**src/analog_select_regs.svh**
```systemverilog
// Purpose: register offsets, fields, resets and codes for the analog input pin select
// Assumes: APB with 32-bit data, one register per aligned word
// Notes:   the package holds the types only
// How it works
// eight enable bits, bit n set selects port 3 pin n as analog source
// any number of bits may be set; even and odd pins wired-OR together
// even channel carries enabled even pins, odd channel the enabled odd pins
// amplifier channel chosen routes amplifier output to converter positive input
// amplifier differential mode routes amplifier reference to converter negative input
// amplifier gain field of the amplifier control register picks output-stage gain
// any differential channel delivers its result word in two's complement
`ifndef ANALOG_SELECT_REGS_SVH
`define ANALOG_SELECT_REGS_SVH
// ************************************************************
// register byte offsets
// ************************************************************
`define OFS_PIN_ENABLE   12'h000
`define OFS_CHAN_CONFIG  12'h004
`define OFS_CHAN_SELECT  12'h008
`define OFS_AMP_CONTROL  12'h00C
`define OFS_ROUTE_STATUS 12'h010
// ************************************************************
// reset values and field layout
// ************************************************************
`define RST_PIN_ENABLE   8'h00
`define RST_CHAN_CONFIG  4'h0
`define RST_CHAN_SELECT  4'h0
`define RST_AMP_CONTROL  5'h00
`define CFG_PAIR01_BIT   0
`define CFG_PAIR23_BIT   1
`define CFG_AMP_DIFF_BIT 2
`define CFG_PORT3_PAIR_BIT 3
`define AMP_ENABLE_BIT   7
`define AMP_GAIN_MSB     3
`define GAIN_UNITY       4'h0
// ************************************************************
// channel select codes
// ************************************************************
`define SEL_AIN0         4'h0
`define SEL_AIN1         4'h1
`define SEL_AIN2         4'h2
`define SEL_AIN3         4'h3
`define SEL_AMP          4'h4
`define SEL_GROUND       4'h5
`define SEL_EVEN         4'h6
`define SEL_ODD          4'h7
`define SEL_TEMP_BIT     3
`endif

```
**src/analog_select_pkg.sv**
```systemverilog
// Purpose: types shared by the analog input pin select
// Assumes: constants live in analog_select_regs.svh
// Notes:   source codes for the converter positive and negative inputs
package analog_select_pkg;
	typedef enum logic [3:0] {
		src_none  = 4'h0,
		src_ain0  = 4'h1,
		src_ain1  = 4'h2,
		src_ain2  = 4'h3,
		src_ain3  = 4'h4,
		src_amp   = 4'h5,
		src_ampref = 4'h6,
		src_ground = 4'h7,
		src_even  = 4'h8,
		src_odd   = 4'h9,
		src_temp  = 4'hA
	} input_src_e;
endpackage

```
**src/analog_input_pin_select.sv**
```systemverilog
// Purpose: APB registers and port 3 pin routing onto the converter input multiplexer
// Assumes: pclk 20 MHz, presetn asynchronous active low, zero-wait APB
// Notes:   analog switches themselves sit outside; this drives their enables
//
// Local design decisions: the APB slave port and the placing of the registers.
`timescale 1ns/100ps
`default_nettype none
`include "analog_select_regs.svh"
module analog_input_pin_select (
	input  wire logic        pclk,
	input  wire logic        presetn,
	input  wire logic        psel,
	input  wire logic        penable,
	input  wire logic        pwrite,
	input  wire logic [11:0] paddr,
	input  wire logic [31:0] pwdata,
	input  wire logic [3:0]  pstrb,
	output var  logic [31:0] prdata,
	output var  logic        pready,
	output var  logic        pslverr,
	output var  logic [7:0]  pin_switch_even,
	output var  logic [7:0]  pin_switch_odd,
	output var  logic        even_pin_channel_on,
	output var  logic        odd_pin_channel_on,
	output var  logic        amp_enable,
	output var  logic [3:0]  amplifier_gain_field,
	output var  logic [3:0]  pos_src,
	output var  logic [3:0]  neg_src,
	output var  logic        twos_comp
);
	logic [7:0] port3_analog_pin_enable_ff;
	logic [3:0] chan_config_ff;
	logic [3:0] chan_select_ff;
	logic [4:0] amp_control_ff;
	logic       setup_ok;
	logic       wr_en;
	logic [31:0] nxt_prdata;
	logic       nxt_err;
	// ************************************************************
	// helpers
	// ************************************************************
	// known offsets; anything else answers with pslverr
	function automatic logic addr_mapped(input logic [11:0] a);
		addr_mapped = (a == `OFS_PIN_ENABLE) || (a == `OFS_CHAN_CONFIG)
			|| (a == `OFS_CHAN_SELECT) || (a == `OFS_AMP_CONTROL)
			|| (a == `OFS_ROUTE_STATUS);
	endfunction
	// even/odd masks of enabled pins
	function automatic logic [7:0] pin_mask(input logic [7:0] en, input logic odd);
		pin_mask = en & (odd ? 8'hAA : 8'h55);
	endfunction
	assign setup_ok = psel && !penable;
	assign wr_en    = psel && penable && pwrite && pready && addr_mapped(paddr) && pstrb[0];
	// ************************************************************
	// apb handshake
	// ************************************************************
	// ready answers in the access phase: one cycle per transfer
	always_ff @(posedge pclk or negedge presetn) begin
		if (!presetn) begin
			pready <= 1'b0;
		end else begin
			pready <= setup_ok;
		end
	end
	// read data and error prepared in setup, presented with pready
	always_comb begin
		nxt_prdata = 32'h0000_0000;
		nxt_err    = !addr_mapped(paddr);
		case (paddr)
			`OFS_PIN_ENABLE:   nxt_prdata = {24'h00_0000, port3_analog_pin_enable_ff};
			`OFS_CHAN_CONFIG:  nxt_prdata = {28'h000_0000, chan_config_ff};
			`OFS_CHAN_SELECT:  nxt_prdata = {28'h000_0000, chan_select_ff};
			`OFS_AMP_CONTROL:  nxt_prdata = {24'h00_0000, amp_control_ff[4], 3'h0,
				amp_control_ff[`AMP_GAIN_MSB:0]};
			`OFS_ROUTE_STATUS: nxt_prdata = {21'h00_0000, twos_comp, neg_src, pos_src,
				odd_pin_channel_on, even_pin_channel_on};
			default:           nxt_prdata = 32'h0000_0000;
		endcase
	end
	always_ff @(posedge pclk or negedge presetn) begin
		if (!presetn) begin
			prdata  <= 32'h0000_0000;
			pslverr <= 1'b0;
		end else if (setup_ok) begin
			prdata  <= pwrite ? 32'h0000_0000 : nxt_prdata;
			pslverr <= nxt_err;
		end else begin
			pslverr <= 1'b0;
		end
	end
	// ************************************************************
	// registers
	// ************************************************************
	// pin enable byte: one bit per port 3 pin
	always_ff @(posedge pclk or negedge presetn) begin
		if (!presetn) begin
			port3_analog_pin_enable_ff <= `RST_PIN_ENABLE;
		end else if (wr_en && paddr == `OFS_PIN_ENABLE) begin
			port3_analog_pin_enable_ff <= pwdata[7:0];
		end
	end
	// pair configuration bits
	always_ff @(posedge pclk or negedge presetn) begin
		if (!presetn) begin
			chan_config_ff <= `RST_CHAN_CONFIG;
		end else if (wr_en && paddr == `OFS_CHAN_CONFIG) begin
			chan_config_ff <= pwdata[3:0];
		end
	end
	// channel select
	always_ff @(posedge pclk or negedge presetn) begin
		if (!presetn) begin
			chan_select_ff <= `RST_CHAN_SELECT;
		end else if (wr_en && paddr == `OFS_CHAN_SELECT) begin
			chan_select_ff <= pwdata[3:0];
		end
	end
	// amplifier enable and gain; bits 6-4 reserved, read zero
	always_ff @(posedge pclk or negedge presetn) begin
		if (!presetn) begin
			amp_control_ff <= `RST_AMP_CONTROL;
		end else if (wr_en && paddr == `OFS_AMP_CONTROL) begin
			amp_control_ff <= {pwdata[`AMP_ENABLE_BIT], pwdata[`AMP_GAIN_MSB:0]};
		end
	end
	// ************************************************************
	// pin switches
	// ************************************************************
	// switch enables registered so the outputs come from flops; wired-OR is the shared node
	always_ff @(posedge pclk or negedge presetn) begin
		if (!presetn) begin
			pin_switch_even     <= 8'h00;
			pin_switch_odd      <= 8'h00;
			even_pin_channel_on <= 1'b0;
			odd_pin_channel_on  <= 1'b0;
			amp_enable          <= 1'b0;
			amplifier_gain_field <= `GAIN_UNITY;
		end else begin
			pin_switch_even     <= pin_mask(port3_analog_pin_enable_ff, 1'b0);
			pin_switch_odd      <= pin_mask(port3_analog_pin_enable_ff, 1'b1);
			even_pin_channel_on <= |pin_mask(port3_analog_pin_enable_ff, 1'b0);
			odd_pin_channel_on  <= |pin_mask(port3_analog_pin_enable_ff, 1'b1);
			amp_enable          <= amp_control_ff[4];
			amplifier_gain_field <= amp_control_ff[`AMP_GAIN_MSB:0];
		end
	end
	// ************************************************************
	// converter input routing
	// ************************************************************
	route_decode u_route (
		.pclk        (pclk),
		.presetn     (presetn),
		.chan_select (chan_select_ff),
		.chan_config (chan_config_ff),
		.pos_src     (pos_src),
		.neg_src     (neg_src),
		.twos_comp   (twos_comp)
	);
	// ************************************************************
	// checks
	// ************************************************************
	property p_pin_write;
		@(posedge pclk) disable iff (!presetn)
		(wr_en && paddr == `OFS_PIN_ENABLE) |=> (port3_analog_pin_enable_ff == $past(pwdata[7:0]));
	endproperty
	a_pin_write: assert property (p_pin_write) else $error("pin enable not stored");
	property p_wired_or;
		@(posedge pclk) disable iff (!presetn)
		##1 (pin_switch_even | pin_switch_odd) == $past(port3_analog_pin_enable_ff);
	endproperty
	a_wired_or: assert property (p_wired_or) else $error("pin switches lost a pin");
	property p_split;
		@(posedge pclk) disable iff (!presetn)
		((pin_switch_even & 8'hAA) == 8'h00) && ((pin_switch_odd & 8'h55) == 8'h00);
	endproperty
	a_split: assert property (p_split) else $error("pin on wrong channel");
	property p_odd_on;
		@(posedge pclk) disable iff (!presetn)
		odd_pin_channel_on == (pin_switch_odd != 8'h00);
	endproperty
	a_odd_on: assert property (p_odd_on) else $error("odd channel flag wrong");
	property p_gain;
		@(posedge pclk) disable iff (!presetn)
		(wr_en && paddr == `OFS_AMP_CONTROL)
			|=> ##1 (amplifier_gain_field == $past(pwdata[3:0], 2));
	endproperty
	a_gain: assert property (p_gain) else $error("gain field not applied");
	property p_ready;
		@(posedge pclk) disable iff (!presetn)
		(psel && !penable) |=> pready;
	endproperty
	a_ready: assert property (p_ready) else $error("no ready after setup");
	// an unmapped place answers with an error and no data
	property p_unmapped_err;
		@(posedge pclk) disable iff (!presetn)
		(setup_ok && !addr_mapped(paddr)) |=> pready && pslverr && (prdata == 32'h0000_0000);
	endproperty
	a_unmapped_err: assert property (p_unmapped_err) else $error("unmapped place not refused");
	// a write with its low strobe off leaves the enables alone
	property p_strobe_off;
		@(posedge pclk) disable iff (!presetn)
		(psel && penable && pready && pwrite && !pstrb[0]) |=> $stable(port3_analog_pin_enable_ff);
	endproperty
	a_strobe_off: assert property (p_strobe_off) else $error("write without strobe landed");
	property p_even_on;
		@(posedge pclk) disable iff (!presetn)
		even_pin_channel_on == (pin_switch_even != 8'h00);
	endproperty
	a_even_on: assert property (p_even_on) else $error("even channel flag wrong");
	// enable bit follows the write two edges on, like the gain
	property p_amp_on;
		@(posedge pclk) disable iff (!presetn)
		(wr_en && paddr == `OFS_AMP_CONTROL)
			|=> ##1 (amp_enable == $past(pwdata[`AMP_ENABLE_BIT], 2));
	endproperty
	a_amp_on: assert property (p_amp_on) else $error("amplifier enable not applied");
	// ready is a single-cycle pulse, so a held request cannot write twice
	property p_ready_pulse;
		@(posedge pclk) disable iff (!presetn)
		pready |=> !pready;
	endproperty
	a_ready_pulse: assert property (p_ready_pulse) else $error("ready held past one cycle");
endmodule
`default_nettype wire

```
**src/route_decode.sv**
```systemverilog
// Purpose: converts channel select and pair configuration into converter input routing
// Assumes: inputs are registers on pclk; result registered
// Notes:   one cycle from configuration change to routing change
`timescale 1ns/100ps
`default_nettype none
`include "analog_select_regs.svh"
module route_decode (
	input  wire logic       pclk,
	input  wire logic       presetn,
	input  wire logic [3:0] chan_select,
	input  wire logic [3:0] chan_config,
	output var  logic [3:0] pos_src,
	output var  logic [3:0] neg_src,
	output var  logic       twos_comp
);
	logic [3:0] nxt_pos;
	logic [3:0] nxt_neg;
	logic       nxt_diff;
	// ************************************************************
	// decode
	// ************************************************************
	// pair members share one setting; the low member is the positive side
	always_comb begin
		nxt_pos  = analog_select_pkg::src_none;
		nxt_neg  = analog_select_pkg::src_ground;
		nxt_diff = 1'b0;
		if (chan_select[`SEL_TEMP_BIT]) begin
			nxt_pos = analog_select_pkg::src_temp;
		end else begin
			case (chan_select)
				`SEL_AIN0, `SEL_AIN1: begin
					if (chan_config[`CFG_PAIR01_BIT]) begin
						nxt_pos  = analog_select_pkg::src_ain0;
						nxt_neg  = analog_select_pkg::src_ain1;
						nxt_diff = 1'b1;
					end else begin
						nxt_pos = (chan_select == `SEL_AIN0) ? analog_select_pkg::src_ain0
							: analog_select_pkg::src_ain1;
					end
				end
				`SEL_AIN2, `SEL_AIN3: begin
					if (chan_config[`CFG_PAIR23_BIT]) begin
						nxt_pos  = analog_select_pkg::src_ain2;
						nxt_neg  = analog_select_pkg::src_ain3;
						nxt_diff = 1'b1;
					end else begin
						nxt_pos = (chan_select == `SEL_AIN2) ? analog_select_pkg::src_ain2
							: analog_select_pkg::src_ain3;
					end
				end
				`SEL_AMP, `SEL_GROUND: begin
					nxt_pos = analog_select_pkg::src_amp;
					if (chan_config[`CFG_AMP_DIFF_BIT]) begin
						nxt_neg  = analog_select_pkg::src_ampref;
						nxt_diff = 1'b1;
					end else if (chan_select == `SEL_GROUND) begin
						nxt_pos = analog_select_pkg::src_ground;
					end
				end
				`SEL_EVEN, `SEL_ODD: begin
					if (chan_config[`CFG_PORT3_PAIR_BIT]) begin
						nxt_pos  = analog_select_pkg::src_even;
						nxt_neg  = analog_select_pkg::src_odd;
						nxt_diff = 1'b1;
					end else begin
						nxt_pos = (chan_select == `SEL_EVEN) ? analog_select_pkg::src_even
							: analog_select_pkg::src_odd;
					end
				end
				default: begin
					nxt_pos = analog_select_pkg::src_none;
				end
			endcase
		end
	end
	// registered routing
	always_ff @(posedge pclk or negedge presetn) begin
		if (!presetn) begin
			pos_src   <= analog_select_pkg::src_ain0;
			neg_src   <= analog_select_pkg::src_ground;
			twos_comp <= 1'b0;
		end else begin
			pos_src   <= nxt_pos;
			neg_src   <= nxt_neg;
			twos_comp <= nxt_diff;
		end
	end
	// ************************************************************
	// checks
	// ************************************************************
	property p_amp_pos;
		@(posedge pclk) disable iff (!presetn)
		(chan_select == `SEL_AMP) |=> (pos_src == analog_select_pkg::src_amp);
	endproperty
	a_amp_pos: assert property (p_amp_pos) else $error("amp not on positive input");
	property p_amp_ref;
		@(posedge pclk) disable iff (!presetn)
		(chan_select == `SEL_AMP && chan_config[`CFG_AMP_DIFF_BIT])
			|=> (neg_src == analog_select_pkg::src_ampref) && twos_comp;
	endproperty
	a_amp_ref: assert property (p_amp_ref) else $error("amp reference not on negative");
	property p_diff_twos;
		@(posedge pclk) disable iff (!presetn)
		twos_comp |-> (neg_src != analog_select_pkg::src_ground);
	endproperty
	a_diff_twos: assert property (p_diff_twos) else $error("two's complement without pair");
	property p_even_chan;
		@(posedge pclk) disable iff (!presetn)
		(chan_select == `SEL_EVEN && !chan_config[`CFG_PORT3_PAIR_BIT])
			|=> (pos_src == analog_select_pkg::src_even) && !twos_comp;
	endproperty
	a_even_chan: assert property (p_even_chan) else $error("even channel misrouted");
endmodule
`default_nettype wire

```
**config.mk**
```make
export PLATFORM = sky130hd
export DESIGN_NAME = analog_input_pin_select
export DESIGN_NICKNAME = d
export VERILOG_FILES = /design/src/analog_select_pkg.sv /design/src/analog_input_pin_select.sv /design/src/route_decode.sv
export VERILOG_INCLUDE_DIRS = /design/src
export SDC_FILE = /design/constraint.sdc
export NUM_CORES = 1
export LEC_CHECK = 0
export BUFFER_PORTS_ARGS = -buffer_cell sky130_fd_sc_hd__buf_2
export CAP_MARGIN = 20
export CORE_UTILIZATION = 50
export CTS_CLUSTER_SIZE = 16
export DETAILED_ROUTE_END_ITERATION = 12
export MAX_ROUTING_LAYER = met4
export PLACE_DENSITY = 0.9
export SYNTH_ARGS = -nofsm -noshare
export SYNTH_HDL_FRONTEND = slang
export SYNTH_SLANG_ARGS = --single-unit
```
**constraint.sdc**
```tcl
create_clock -name pclk -period 3.8 [get_ports pclk]
set_input_delay 0.38 -clock pclk [delete_from_list [all_inputs] [get_ports pclk]]
set_output_delay 0.38 -clock pclk [all_outputs]
set_load 0.01 [all_outputs]
```
Word-level counts from Yosys, hierarchy flattened:

Index checks and enable logic that the tools add are counted.
W data, S select, Z words.

* bits of input ports: 53
* flip-flop bits (word level): 79

* equality and inequality tests: 11
* mux-type cells: 25
* reductions and logical operators: 24

Operators by type and width (count)
* $pmux W11 S5: 1
* $mux W32: 1
* $pmux W4 S4: 2
* $mux W4: 7
* $eq A12 B4 Y1 const B: 2
* $eq A4 B3 Y1 const B: 4
* $eq A12 B3 Y1 const B: 1
* $eq A12 B5 Y1 const B: 1
* $logic_not A12 Y1: 1
* $logic_and A1 B1 Y1: 10
* $eq A4 B2 Y1 const B: 2
* $mux W1: 8
* $reduce_or A2 Y1: 4
* $reduce_or A4 Y1: 2
* $mux W2: 3
* $mux W3: 2
* $eq A4 B1 Y1 const B: 1
* $logic_not A4 Y1: 1
* $logic_or A1 B1 Y1: 4
* $pmux W1 S4: 1
* $logic_not A1 Y1: 2

Depth between registers and ports, before layout:

Gate-level depths: netlist (run 1).

* depth after elaboration: 8
* mapped depth: 6
* mapped depth without buffers: 5

By module:

From an unflattened synthesis (run 1), not the netlist that was laid out.

* cells, all modules: 213
* area, all modules: 2692.6 um^2

Modules (own cells, without submodules)
* analog_input_pin_select: area each 2257.2 um^2, sequential area each 1226.2 um^2, times used 1, cells an instance 177
* route_decode: area each 435.4 um^2, sequential area each 230.2 um^2, times used 1, cells an instance 36

Worst setup path before layout (run 1):

No wires, ideal clock.

* kind: input -> register
* start point: input paddr[4]
* end point: register amp_control_ff[0]
* stages on the path: 6
* path slack: 1.698 ns
* required time: 3.675 ns
* setup time: 0.125 ns
* data arrival time: 1.976 ns
* path through: buf_6 or4_4 buf_6 or4_4 buf_6 mux2_4

* longest elaborated chain between the ends: 8
* elaborated cells between the ends (all ways): 12
* those cells by class: 4 x eq/ne; 8 x reduce/logical

Ends and longest elaborated chain
* start, declared: RTL line analog_input_pin_select.sv:15 `input wire logic [11:0] paddr,`
* $eq A12 B3 Y1 (no line) / $logic_not A12 Y1 (equally long branches)
* $logic_or A1 B1 Y1 (4 in series): RTL line analog_input_pin_select.sv:44 `` addr_mapped = (a == `OFS_PIN_ENABLE) || (a == `OFS_CHAN_CONFIG) ``
* $logic_and A1 B1 Y1 (2 in series): RTL line analog_input_pin_select.sv:53 `assign wr_en = psel && penable && pwrite && pready && addr_mapped(paddr) && pstrb[0];`
* $logic_and A1 B1 Y1 (no line) (*)
* end signal, assigned: RTL line analog_input_pin_select.sv:121 `` amp_control_ff <= `RST_AMP_CONTROL; ``
* end signal, assigned: RTL line analog_input_pin_select.sv:123 `` amp_control_ff <= {pwdata[`AMP_ENABLE_BIT], pwdata[`AMP_GAIN_MSB:0]}; ``
* end, declared: RTL line analog_input_pin_select.sv:34 `logic [4:0] amp_control_ff;`

Mark *: on every way between the ends. The rest lies on a longest branch, timed or not.
A chain may end at the register's enable or synchronous reset.

Final worst setup path (run 1):

* start point: input paddr[9]
* end point: register port3_analog_pin_enable_ff[3]

* longest elaborated chain between the ends: 8
* elaborated cells between the ends (all ways): 12
* those cells by class: 4 x eq/ne; 8 x reduce/logical

Ends and longest elaborated chain
* $eq A12 B3 Y1 (no line) / $logic_not A12 Y1 (equally long branches)
* $logic_or A1 B1 Y1 (4 in series): RTL line analog_input_pin_select.sv:44
* $logic_and A1 B1 Y1 (2 in series): RTL line analog_input_pin_select.sv:53
* $logic_and A1 B1 Y1 (no line) (*)
* end signal, assigned: RTL line analog_input_pin_select.sv:97 `` port3_analog_pin_enable_ff <= `RST_PIN_ENABLE; ``
* end signal, assigned: RTL line analog_input_pin_select.sv:99 `port3_analog_pin_enable_ff <= pwdata[7:0];`
* end, declared: RTL line analog_input_pin_select.sv:31 `logic [7:0] port3_analog_pin_enable_ff;`

Marks and branches as above.

==> impl_metrics.yaml, run 1 <==
synthesis:
  ys.flop_type: "dfrtp_1"
  synth-seq-cells: 58
  synth_area_um2: 2643
  synthTopCellsByArea: "dfrtp_1, buf_4, mux2_2"
  synth_edf_count: 0
  syn_area_per_cell_um2: 12.29
  netlist.area_leader.share_pct: 51.14
  netlist_top_cells_count: "dfrtp_1, buf_4, mux2_2, nand2_1"
  ys_types: 40
  synthArstFlopShare_pct: 100.0
  yosys.cell_count.top_type: "dfrtp_1"
  yosys.area.top_type: "dfrtp_1"
  yosys_warnings: 0
  ys_seq_area_share_pct: 55.11
  syn_inst: 215
global_routing:
  grt_pass1_wl_um: 8231
  track_usage_pct: 21.34
  grt_max_degree: 35
  grt_pass1_vias: 1689
  antenna_found_initial: 0
  overflow: 0
placed_design:
  post_dp_cell_area_um2: 2879
  dp.cells: 338
  globalplace.congestion: 0.8469
  dpl.hpwl_um: 3837
  portBuffers: 62
timing:
  hold_violations: 0
  fin_crit_sh_pct: 52.29
  setup_violations: 0
  hold_ws_ps: 38.13
  min_period_ps: 1987
  tightest_slew_ps: 660.2
  max-slew-margin-rel_pct: 55.66
  rsz0062_at_grt: "no"
  fmax_mhz: 503.3
  tns_ps: 0
  finClkSkew_ps: 3.855
  slew_viol_final: 0
drt:
  drt_iter0_markers: 88
  via_per_inst: 5.138
  antenna_left: 0
  drt_pre_antenna_iters: 4
  wirelength_um: 5279
  wl_per_cell_um: 14.91
  drc: 0
  vias: 1819
clock_tree:
  worstSkewPairLatency_ps: 330
  cts_resized: 0
  cts-hold-fix-buffers: 0
  path_clk_slew_ps: 60
  htree_levels: 3
  cts_root_buf: "clkbuf_8"
  cts_buffer_depth: 2
  cts_post_setup_buffers_inserted: 0
  clock_sinks: 58
  cts_tree: "done"
  cts_buffers: 9
floorplan:
  row_count: 26
  coreArea_um2: 5107
  die_w_um: 74.70
  io_pins: 119
  die_area_um2: 5580
  initial_core_util_pct: 51.74
  die_y_um: 74.70
setup_path:
  worst-endpoint-arrival_ps: 2200
  criticalPathCategory: "input port to flop"
  startpoint: "paddr[9]"
  setup.worst_path.start_class: "input port"
  crit_fanout: 8
  critPathRequiredTime_ps: 4020
  cp-end-kind: "flop"
  rr_startpoint: "pready"
  crit_end: "port3_analog_pin_enable_ff[3]"
  r2r_cells: 4
  r2r_slack_ps: 1870
  r2r_end: "port3_analog_pin_enable_ff[3]"
power_and_ir_drop:
  p_leak_nw: 1.629
  vdd_drop_max_v: 0.0002817
  power-per-cell-area_nw_per_um2: 420.5
run_status:
  status: "complete, no violations"
layout:
  final_area_um2: 3098
  drive_above_1_share_pct: 38.38
  final_core_util_pct: 60.66
  n_antenna_cell: 0
  nNetsFinal: 332
  stdcell_count: 354
  area_growth_pct: 17.23
run:
  cap_violations: 0
hold_path:
  hold_path.class: "input port to asynchronous set/reset pin"
[worst min path at each step]
stage | slack (ps) | startpoint | depth (start not counted) | endpoint
after floorplan | 80 | presetn | 0 | amp_control_ff[0]
after global placement | 390 | presetn | 1 | prdata[9]
after detailed placement | 400 | amp_control_ff[2] | 0 | amplifier_gain_field[2]
after CTS | 50 | presetn | 1 | prdata[8]
after global routing | 70 | presetn | 1 | prdata[8]
final | 40 | presetn | 1 | prdata[9]
[metal layers]
metal	GRT usage, %	wire length, µm	part of all wire, %	vias up
met2	31.83	2622	50	68
met4	13.21	155	2.9	0
li1	-	-	-	844
met5	-	0	0	-
met3	5.890	283	5.4	13
met1	25.68	2217	42	894
[area by class of cell]
type	instances	area [µm²]
fillers	421	2009
flip-flops and latches	58	1456
multi-input cells	142	998.5
repair buffers	63	317.8
clock buffers	11	141.4
well taps	70	87.58
clock inverters	5	77.57
inverters	5	18.77
[cells in the final DEF (no fill, tap or decap), types with 3 or more instances in the layout]
cell type   n
dfstp_2     4
nand2_1    15
and2_1      3
inv_1       5
clkbuf_8   10
a221oi_1    4
a21oi_1     3
conb_1     29
dfrtp_1    54
a211oi_1    5
a21boi_0    4
o21ai_0     9
nor2_1      4
mux2_4      5
mux2_2     15
mux2i_1     9
buf_2      62
nand2b_1    3
a22o_1      3
[metrics by stage]
stage               power, mW  setup slack, ps
detailed placement     0.6942             1395
CTS                     1.316             1794
finish                  1.303             1813
global route            1.350             1662
floorplan              0.6843             1698
global placement       0.6922             1503
[where the power goes]
group / switching (mW) / internal [mW]
Sequential: 0.000383 / 0.619
Combinational: 0.0471 / 0.0169
Clock: 0.235 / 0.385
[cell families (layout without fill, tap and decap cells)]
family / after synthesis / count (layout) / synth area share (%)
AND/OR/NAND/NOR: 49 / 49 / 11.74
other: 1 / 29 / 0.1419
multiplexers: 29 / 29 / 12.64
flip-flops: 58 / 58 / 55.11
AO/OA/AOI/OAI: 35 / 35 / 9.280
buffers and inverters: 43 / 84 / 11.08
[critical path, stage by stage]
cell     delay, ps
buf_2          100
nor4_2         380
nand4_1        290
nor4_4         640
mux2_2         410
[sequential cells by signal, indices dropped and copies added, names as in the netlist]
register,count
prdata,11
u_route.neg_src,4
chan_config_ff,4
amp_enable,1
u_route.twos_comp,1
pslverr,1
amplifier_gain_field,4
u_route.pos_src,4
pin_switch_odd,4
chan_select_ff,4
pin_switch_even,4
even_pin_channel_on,1
amp_control_ff,5
pready,1
odd_pin_channel_on,1
port3_analog_pin_enable_ff,8
(Power assumes the default switching activity.)
==> inputs of run 2 (changes only) <==
- CORE_UTILIZATION: 50 -> 47
- PLACE_DENSITY: 0.9 -> 0.86
- clock period: 3.8 -> 1.9 ns (I/O delays scaled with it)
==> run 2 against run 1 <==
Compared with the run above:
- cell count increased by 3.1%
- setup slack got worse by 1700 ps
- sequential share of layout area decreased by 1.6 points
- via count increased by 3.7%
- utilization increased by 0.17 points
- hold slack improved by 50 ps
- sequential power increased by 100%
- critical path type is now flop to flop
==> impl_metrics.yaml, run 2 (synthesis gave the netlist of run 1 again) <==
timing:
  rsz0062_at_grt: "no"
  tightest_slew_ps: 625.3
  min_period_ps: 1769
  fmax_mhz: 565.2
  hold_violations: 0
  fin_crit_sh_pct: 93.13
  finClkSkew_ps: 6.406
  setup_violations: 0
  max-slew-margin-rel_pct: 58.31
  slew_viol_final: 0
layout:
  final_area_um2: 3206
  n_antenna_cell: 0
  area_growth_pct: 21.31
  largest_reg_flops: 11
  drive_above_1_share_pct: 40.34
  final_common_cell: "buf_2"
  top_regs: "prdata x11, port3_analog_pin_enable_ff x8, amp_control_ff x5"
  most-common-layout-cells: "buf_2, dfrtp_1, conb_1"
  nNetsFinal: 343
  regMostFlops: "prdata"
  stdcell_count: 365
run:
  cap_violations: 0
global_routing:
  track_usage_pct: 21.01
  overflow: 0
  antenna_found_initial: 0
  grt_pass1_wl_um: 9108
  grt_max_degree: 33
  grt_pass1_vias: 1880
clock_tree:
  htree_levels: 3
  path_clk_slew_ps: 60
  cts_buffers: 9
  cts_root_buf: "clkbuf_8"
  clock_sinks: 58
  worstSkewPairLatency_ps: 330
  cts_resized: 0
  cts_buffer_depth: 2
  cts_tree: "done"
run_status:
  status: "complete, no violations"
hold_path:
  hold_path.class: "input port to flop"
  min_path_cells: 2
drt:
  wirelength_um: 5628
  via_per_inst: 5.167
  antenna_left: 0
  drc: 0
  vias: 1886
  drt_iter0_markers: 143
  drt_pre_antenna_iters: 4
  wl_per_cell_um: 15.42
placed_design:
  dpl.hpwl_um: 4151
  post_dp_cell_area_um2: 2967
  portBuffers: 62
  globalplace.congestion: 0.8864
  dp.cells: 348
power_and_ir_drop:
  vdd_drop_max_v: 0.0004354
  power_mw: 2.661
  p_leak_nw: 1.694
  power-per-cell-area_nw_per_um2: 830.3
floorplan:
  coreArea_um2: 5270
  initial_core_util_pct: 50.14
  row_count: 26
  io_pins: 119
  die_w_um: 76.98
  die_y_um: 76.98
  die_area_um2: 5926
setup_path:
  criticalPathCategory: "flop to flop"
  worst-endpoint-arrival_ps: 1990
  setup.worst_path.start_class: "flop"
  r2r_cells: 6
  r2r_slack_ps: 130
  critPathRequiredTime_ps: 2120
  cp-end-kind: "flop"
  crit_fanout: 8
==> run 2: metal layers <==
metal | part of all wire [%] | routed length [µm] | track usage, % | vias up
li1 | - | - | - | 867
met2 | 47 | 2656 | 31.70 | 96
met5 | 0 | 0 | - | -
met4 | 3.7 | 209 | 10.38 | 0
met3 | 7.7 | 436 | 6.905 | 20
met1 | 41 | 2326 | 25.35 | 903
==> run 2: final timing paths <==
| check | startpoint | endpoint |
|---|---|---|
| min in group asynchronous | presetn | prdata[8] |
| max in group asynchronous | presetn | u_route.neg_src[1] |
| worst max-delay path | pready | port3_analog_pin_enable_ff[5] |
| worst max register to register | pready | port3_analog_pin_enable_ff[5] |
| worst min-delay path | pwdata[6] | port3_analog_pin_enable_ff[6] |
| worst min register to register | amp_control_ff[4] | amp_enable |
==> run 2: per-stage QoR <==
stage          TNS [ps]  hold slack [ps]  worst slack, ps  utilization, %
6_report              0            88.55            130.6           60.83
5_1_grt               0            89.52            18.50           60.83
4_1_cts               0            74.31            127.3           60.83
3_5_place_dp     -35.16            241.5           -7.358           56.29
3_3_place_gp          0            234.5            18.04           56.29
2_1_floorplan         0           -105.6            68.55               -
==> run 2: what timing repair did <==
| action | 4_1_cts | 5_1_grt |
|---|---|---|
| setup buffers | 0 | 0 |
| hold endpoints to repair | 26 | 0 |
| hold buffers | 1 | 0 |
==> run 2: power by group <==
| part | switching, mW | internal [mW] | leakage [nW] |
|---|---|---|---|
| Clock | 0.472 | 0.810 | 0.117 |
| Sequential | 0.000879 | 1.24 | 0.784 |
| Combinational | 0.0963 | 0.0442 | 0.793 |
==> run 2: area by class of cell <==
cell class	instances	area (µm²)
Clock buffer	12	155.1
Clock inverter	4	73.82
Fill cell	410	2064
Inverter	5	18.77
Multi-Input combinational cell	142	998.5
Sequential cell	58	1456
Tap cell	70	87.58
Timing Repair Buffer	74	415.4
==> run 2: critical path, stage by stage, from the launching register on <==
cell and delay (ps):
dfrtp_1 340, and4_1 210, nand4_1 160, buf_4 190
nor4_4 190, buf_4 220, mux2_2 350
==> inputs of run 3 (changes only) <==
- SYNTH_HIERARCHICAL: not set -> 1
==> run 3 against run 2 <==
Compared with the run above:
- combinational power is 6% higher
- power shrank 0.33%
- largest cell class unchanged
- largest power group unchanged
- via count up 0.42%
- first-iteration DRC count down 17%
- synthesized cell count down 0.93%
==> impl_metrics.yaml, run 3 <==
global_routing:
  grt_pass1_wl_um: 9149
  grt_util_met1_pct: 23.76
  track_usage_pct: 21.02
  grt_pass1_vias: 1876
  grt_use_met2_pct: 33.81
  use_met3_pct: 6.706
  antenna_found_initial: 0
  overflow: 0
  grt_max_degree: 59
  busiest_layer: "met2"
floorplan:
  io_pins: 119
  row_count: 27
  initial_core_util_pct: 48.90
  die_area_um2: 6036
  die_y_um: 77.69
  die_w_um: 77.69
  coreArea_um2: 5507
setup_path:
  critPathRequiredTime_ps: 2120
  critPathBufInv: 2
  worst-endpoint-arrival_ps: 1700
  crit_fanout: 4
  crit_chain: "buf_2 -> nor4_2 -> buf_4 -> nand3_2 -> nor4b_4 -> mux2_2"
  crit_family: "simple AND/OR/NAND/NOR gates"
  critPathMaxStageDelay_ps: 440
  setup.worst_path.start_class: "input port"
  cp-end-kind: "flop"
  criticalPathCategory: "input port to flop"
  cp_slowest_cell: "nor4b_4"
synthesis:
  synthTopCellsByArea: "dfrtp_1, mux2_2, buf_4"
  synthArstFlopShare_pct: 100.0
  ys.flop_type: "dfrtp_1"
  netlist_top_cells_count: "dfrtp_1, buf_4, mux2_2, nand2_1, mux2i_1"
  syn_area_per_cell_um2: 12.64
  yosys.area.top_type: "dfrtp_1"
  synth_area_um2: 2693
  ys_seq_area_share_pct: 54.09
  synth-seq-cells: 58
  ys_types: 54
  yosys_warnings: 6
  syn_inst: 213
  netlist.area_leader.share_pct: 50.19
  yosys.cell_count.top_type: "dfrtp_1"
  synth_edf_count: 0
layout:
  largest_reg_flops: 11
  drive_above_1_share_pct: 42.23
  top_regs: "prdata x11, port3_analog_pin_enable_ff x8, amp_control_ff x5"
  n_antenna_cell: 0
  area_growth_pct: 21.56
  nNetsFinal: 344
  regMostFlops: "prdata"
  final_common_cell: "buf_2"
  most-common-layout-cells: "buf_2, dfrtp_1, conb_1"
  stdcell_count: 368
clock_tree:
  path_clk_slew_ps: 60
  cts_tree: "done"
  cts_buffers: 9
  cts_post_setup_buffers_inserted: 0
  clock_sinks: 58
  cts_root_buf: "clkbuf_8"
  cts_buffer_depth: 2
  worstSkewPairLatency_ps: 330
  htree_levels: 3
placed_design:
  dp.cells: 351
  dpl.hpwl_um: 3984
  portBuffers: 62
  globalplace.congestion: 0.8603
timing:
  min_period_ps: 1487
  hold_violations: 0
  fin_crit_sh_pct: 78.27
  setup_violations: 0
  slew_viol_final: 0
  tns_ps: 0
  max-slew-margin-rel_pct: 62.98
  fmax_mhz: 672.4
  tightest_slew_ps: 550.2
  rsz0062_at_grt: "no"
  finClkSkew_ps: 5.863
run:
  cap_violations: 0
run_status:
  status: "complete, no violations"
power_and_ir_drop:
  power-per-cell-area_nw_per_um2: 810.4
  p_leak_nw: 1.738
  vdd_drop_max_v: 0.0003854
drt:
  wirelength_um: 5654
  drc: 0
  antenna_left: 0
  vias: 1894
  wl_per_cell_um: 15.36
  drt_pre_antenna_iters: 4
  via_per_inst: 5.147
  drt_iter0_markers: 119
hold_path:
  hold_path.class: "input port to flop"
-- run 3: worst reg2reg max path, cell delays in order, from the launching register on --
cell and delay, ps:
dfrtp_1 350, nand3_2 190, nor4b_4 420, mux2_2 390
-- run 3: final cells by class --
cell class              count  area [µm²]
clock inverters             2       60.06
repair buffers             75       422.9
fillers                   439        2233
multi-input cells         145        1074
clock buffers              14       162.7
well taps                  72       90.09
flip-flops and latches     58        1456
inverters                   2       7.507
-- run 3: metrics by stage --
stage	area [µm²]	util, %	hold WS, ps	power (mW)	setup WS (ps)
floorplan	2798	-	-105.6	1.372	206.6
global placement	3040	55.21	208.2	1.405	99.90
detailed placement	3040	55.21	213.6	1.408	76.45
CTS	3273	59.44	80.39	2.671	410.6
global route	3273	59.44	75.50	2.745	357.3
finish	3273	59.44	88.62	2.653	412.8
-- run 3: logic make-up after synthesis --
| group | share of synthesized area, % |
|---|---|
| multiplexers | 13.66 |
| AND/OR/NAND/NOR | 15.20 |
| other | 0.1393 |
| flip-flops | 54.09 |
| buffers and inverters | 9.944 |
| AO/OA/AOI/OAI | 6.971 |
-- run 3: path summary, 6_finish.rpt --
check / start / endpoint / slack [ps] / cells after the start
setup / recovery: paddr[9] / chan_config_ff[2] / 410 / 6
hold / removal: pwdata[6] / port3_analog_pin_enable_ff[6] / 90 / 2
setup reg to reg: pready / chan_config_ff[2] / 440 / 3
hold reg to reg: amp_control_ff[4] / amp_enable / 400 / 0
max in group asynchronous: presetn / u_route/neg_src[0] / 1230 / 3
min in group asynchronous: presetn / prdata[8] / 380 / 3
-- run 3: routing by layer --
metal | wire length (µm) | up-vias
li1 | - | 865
met1 | 2307 | 931
met2 | 2840 | 85
met3 | 397 | 13
met4 | 108 | 0
met5 | 0 | -
-- run 3: timing repair --
action	in CTS	in global routing
resized for setup	0	0
hold buffers	1	0
endpoints found under the hold margin	54	0
-- run 3: power by group --
part | switching, mW | internal (mW) | total (mW)
logic | 0.0996 | 0.0497 | 0.149
clock network | 0.452 | 0.812 | 1.26
registers | 0.000993 | 1.24 | 1.24
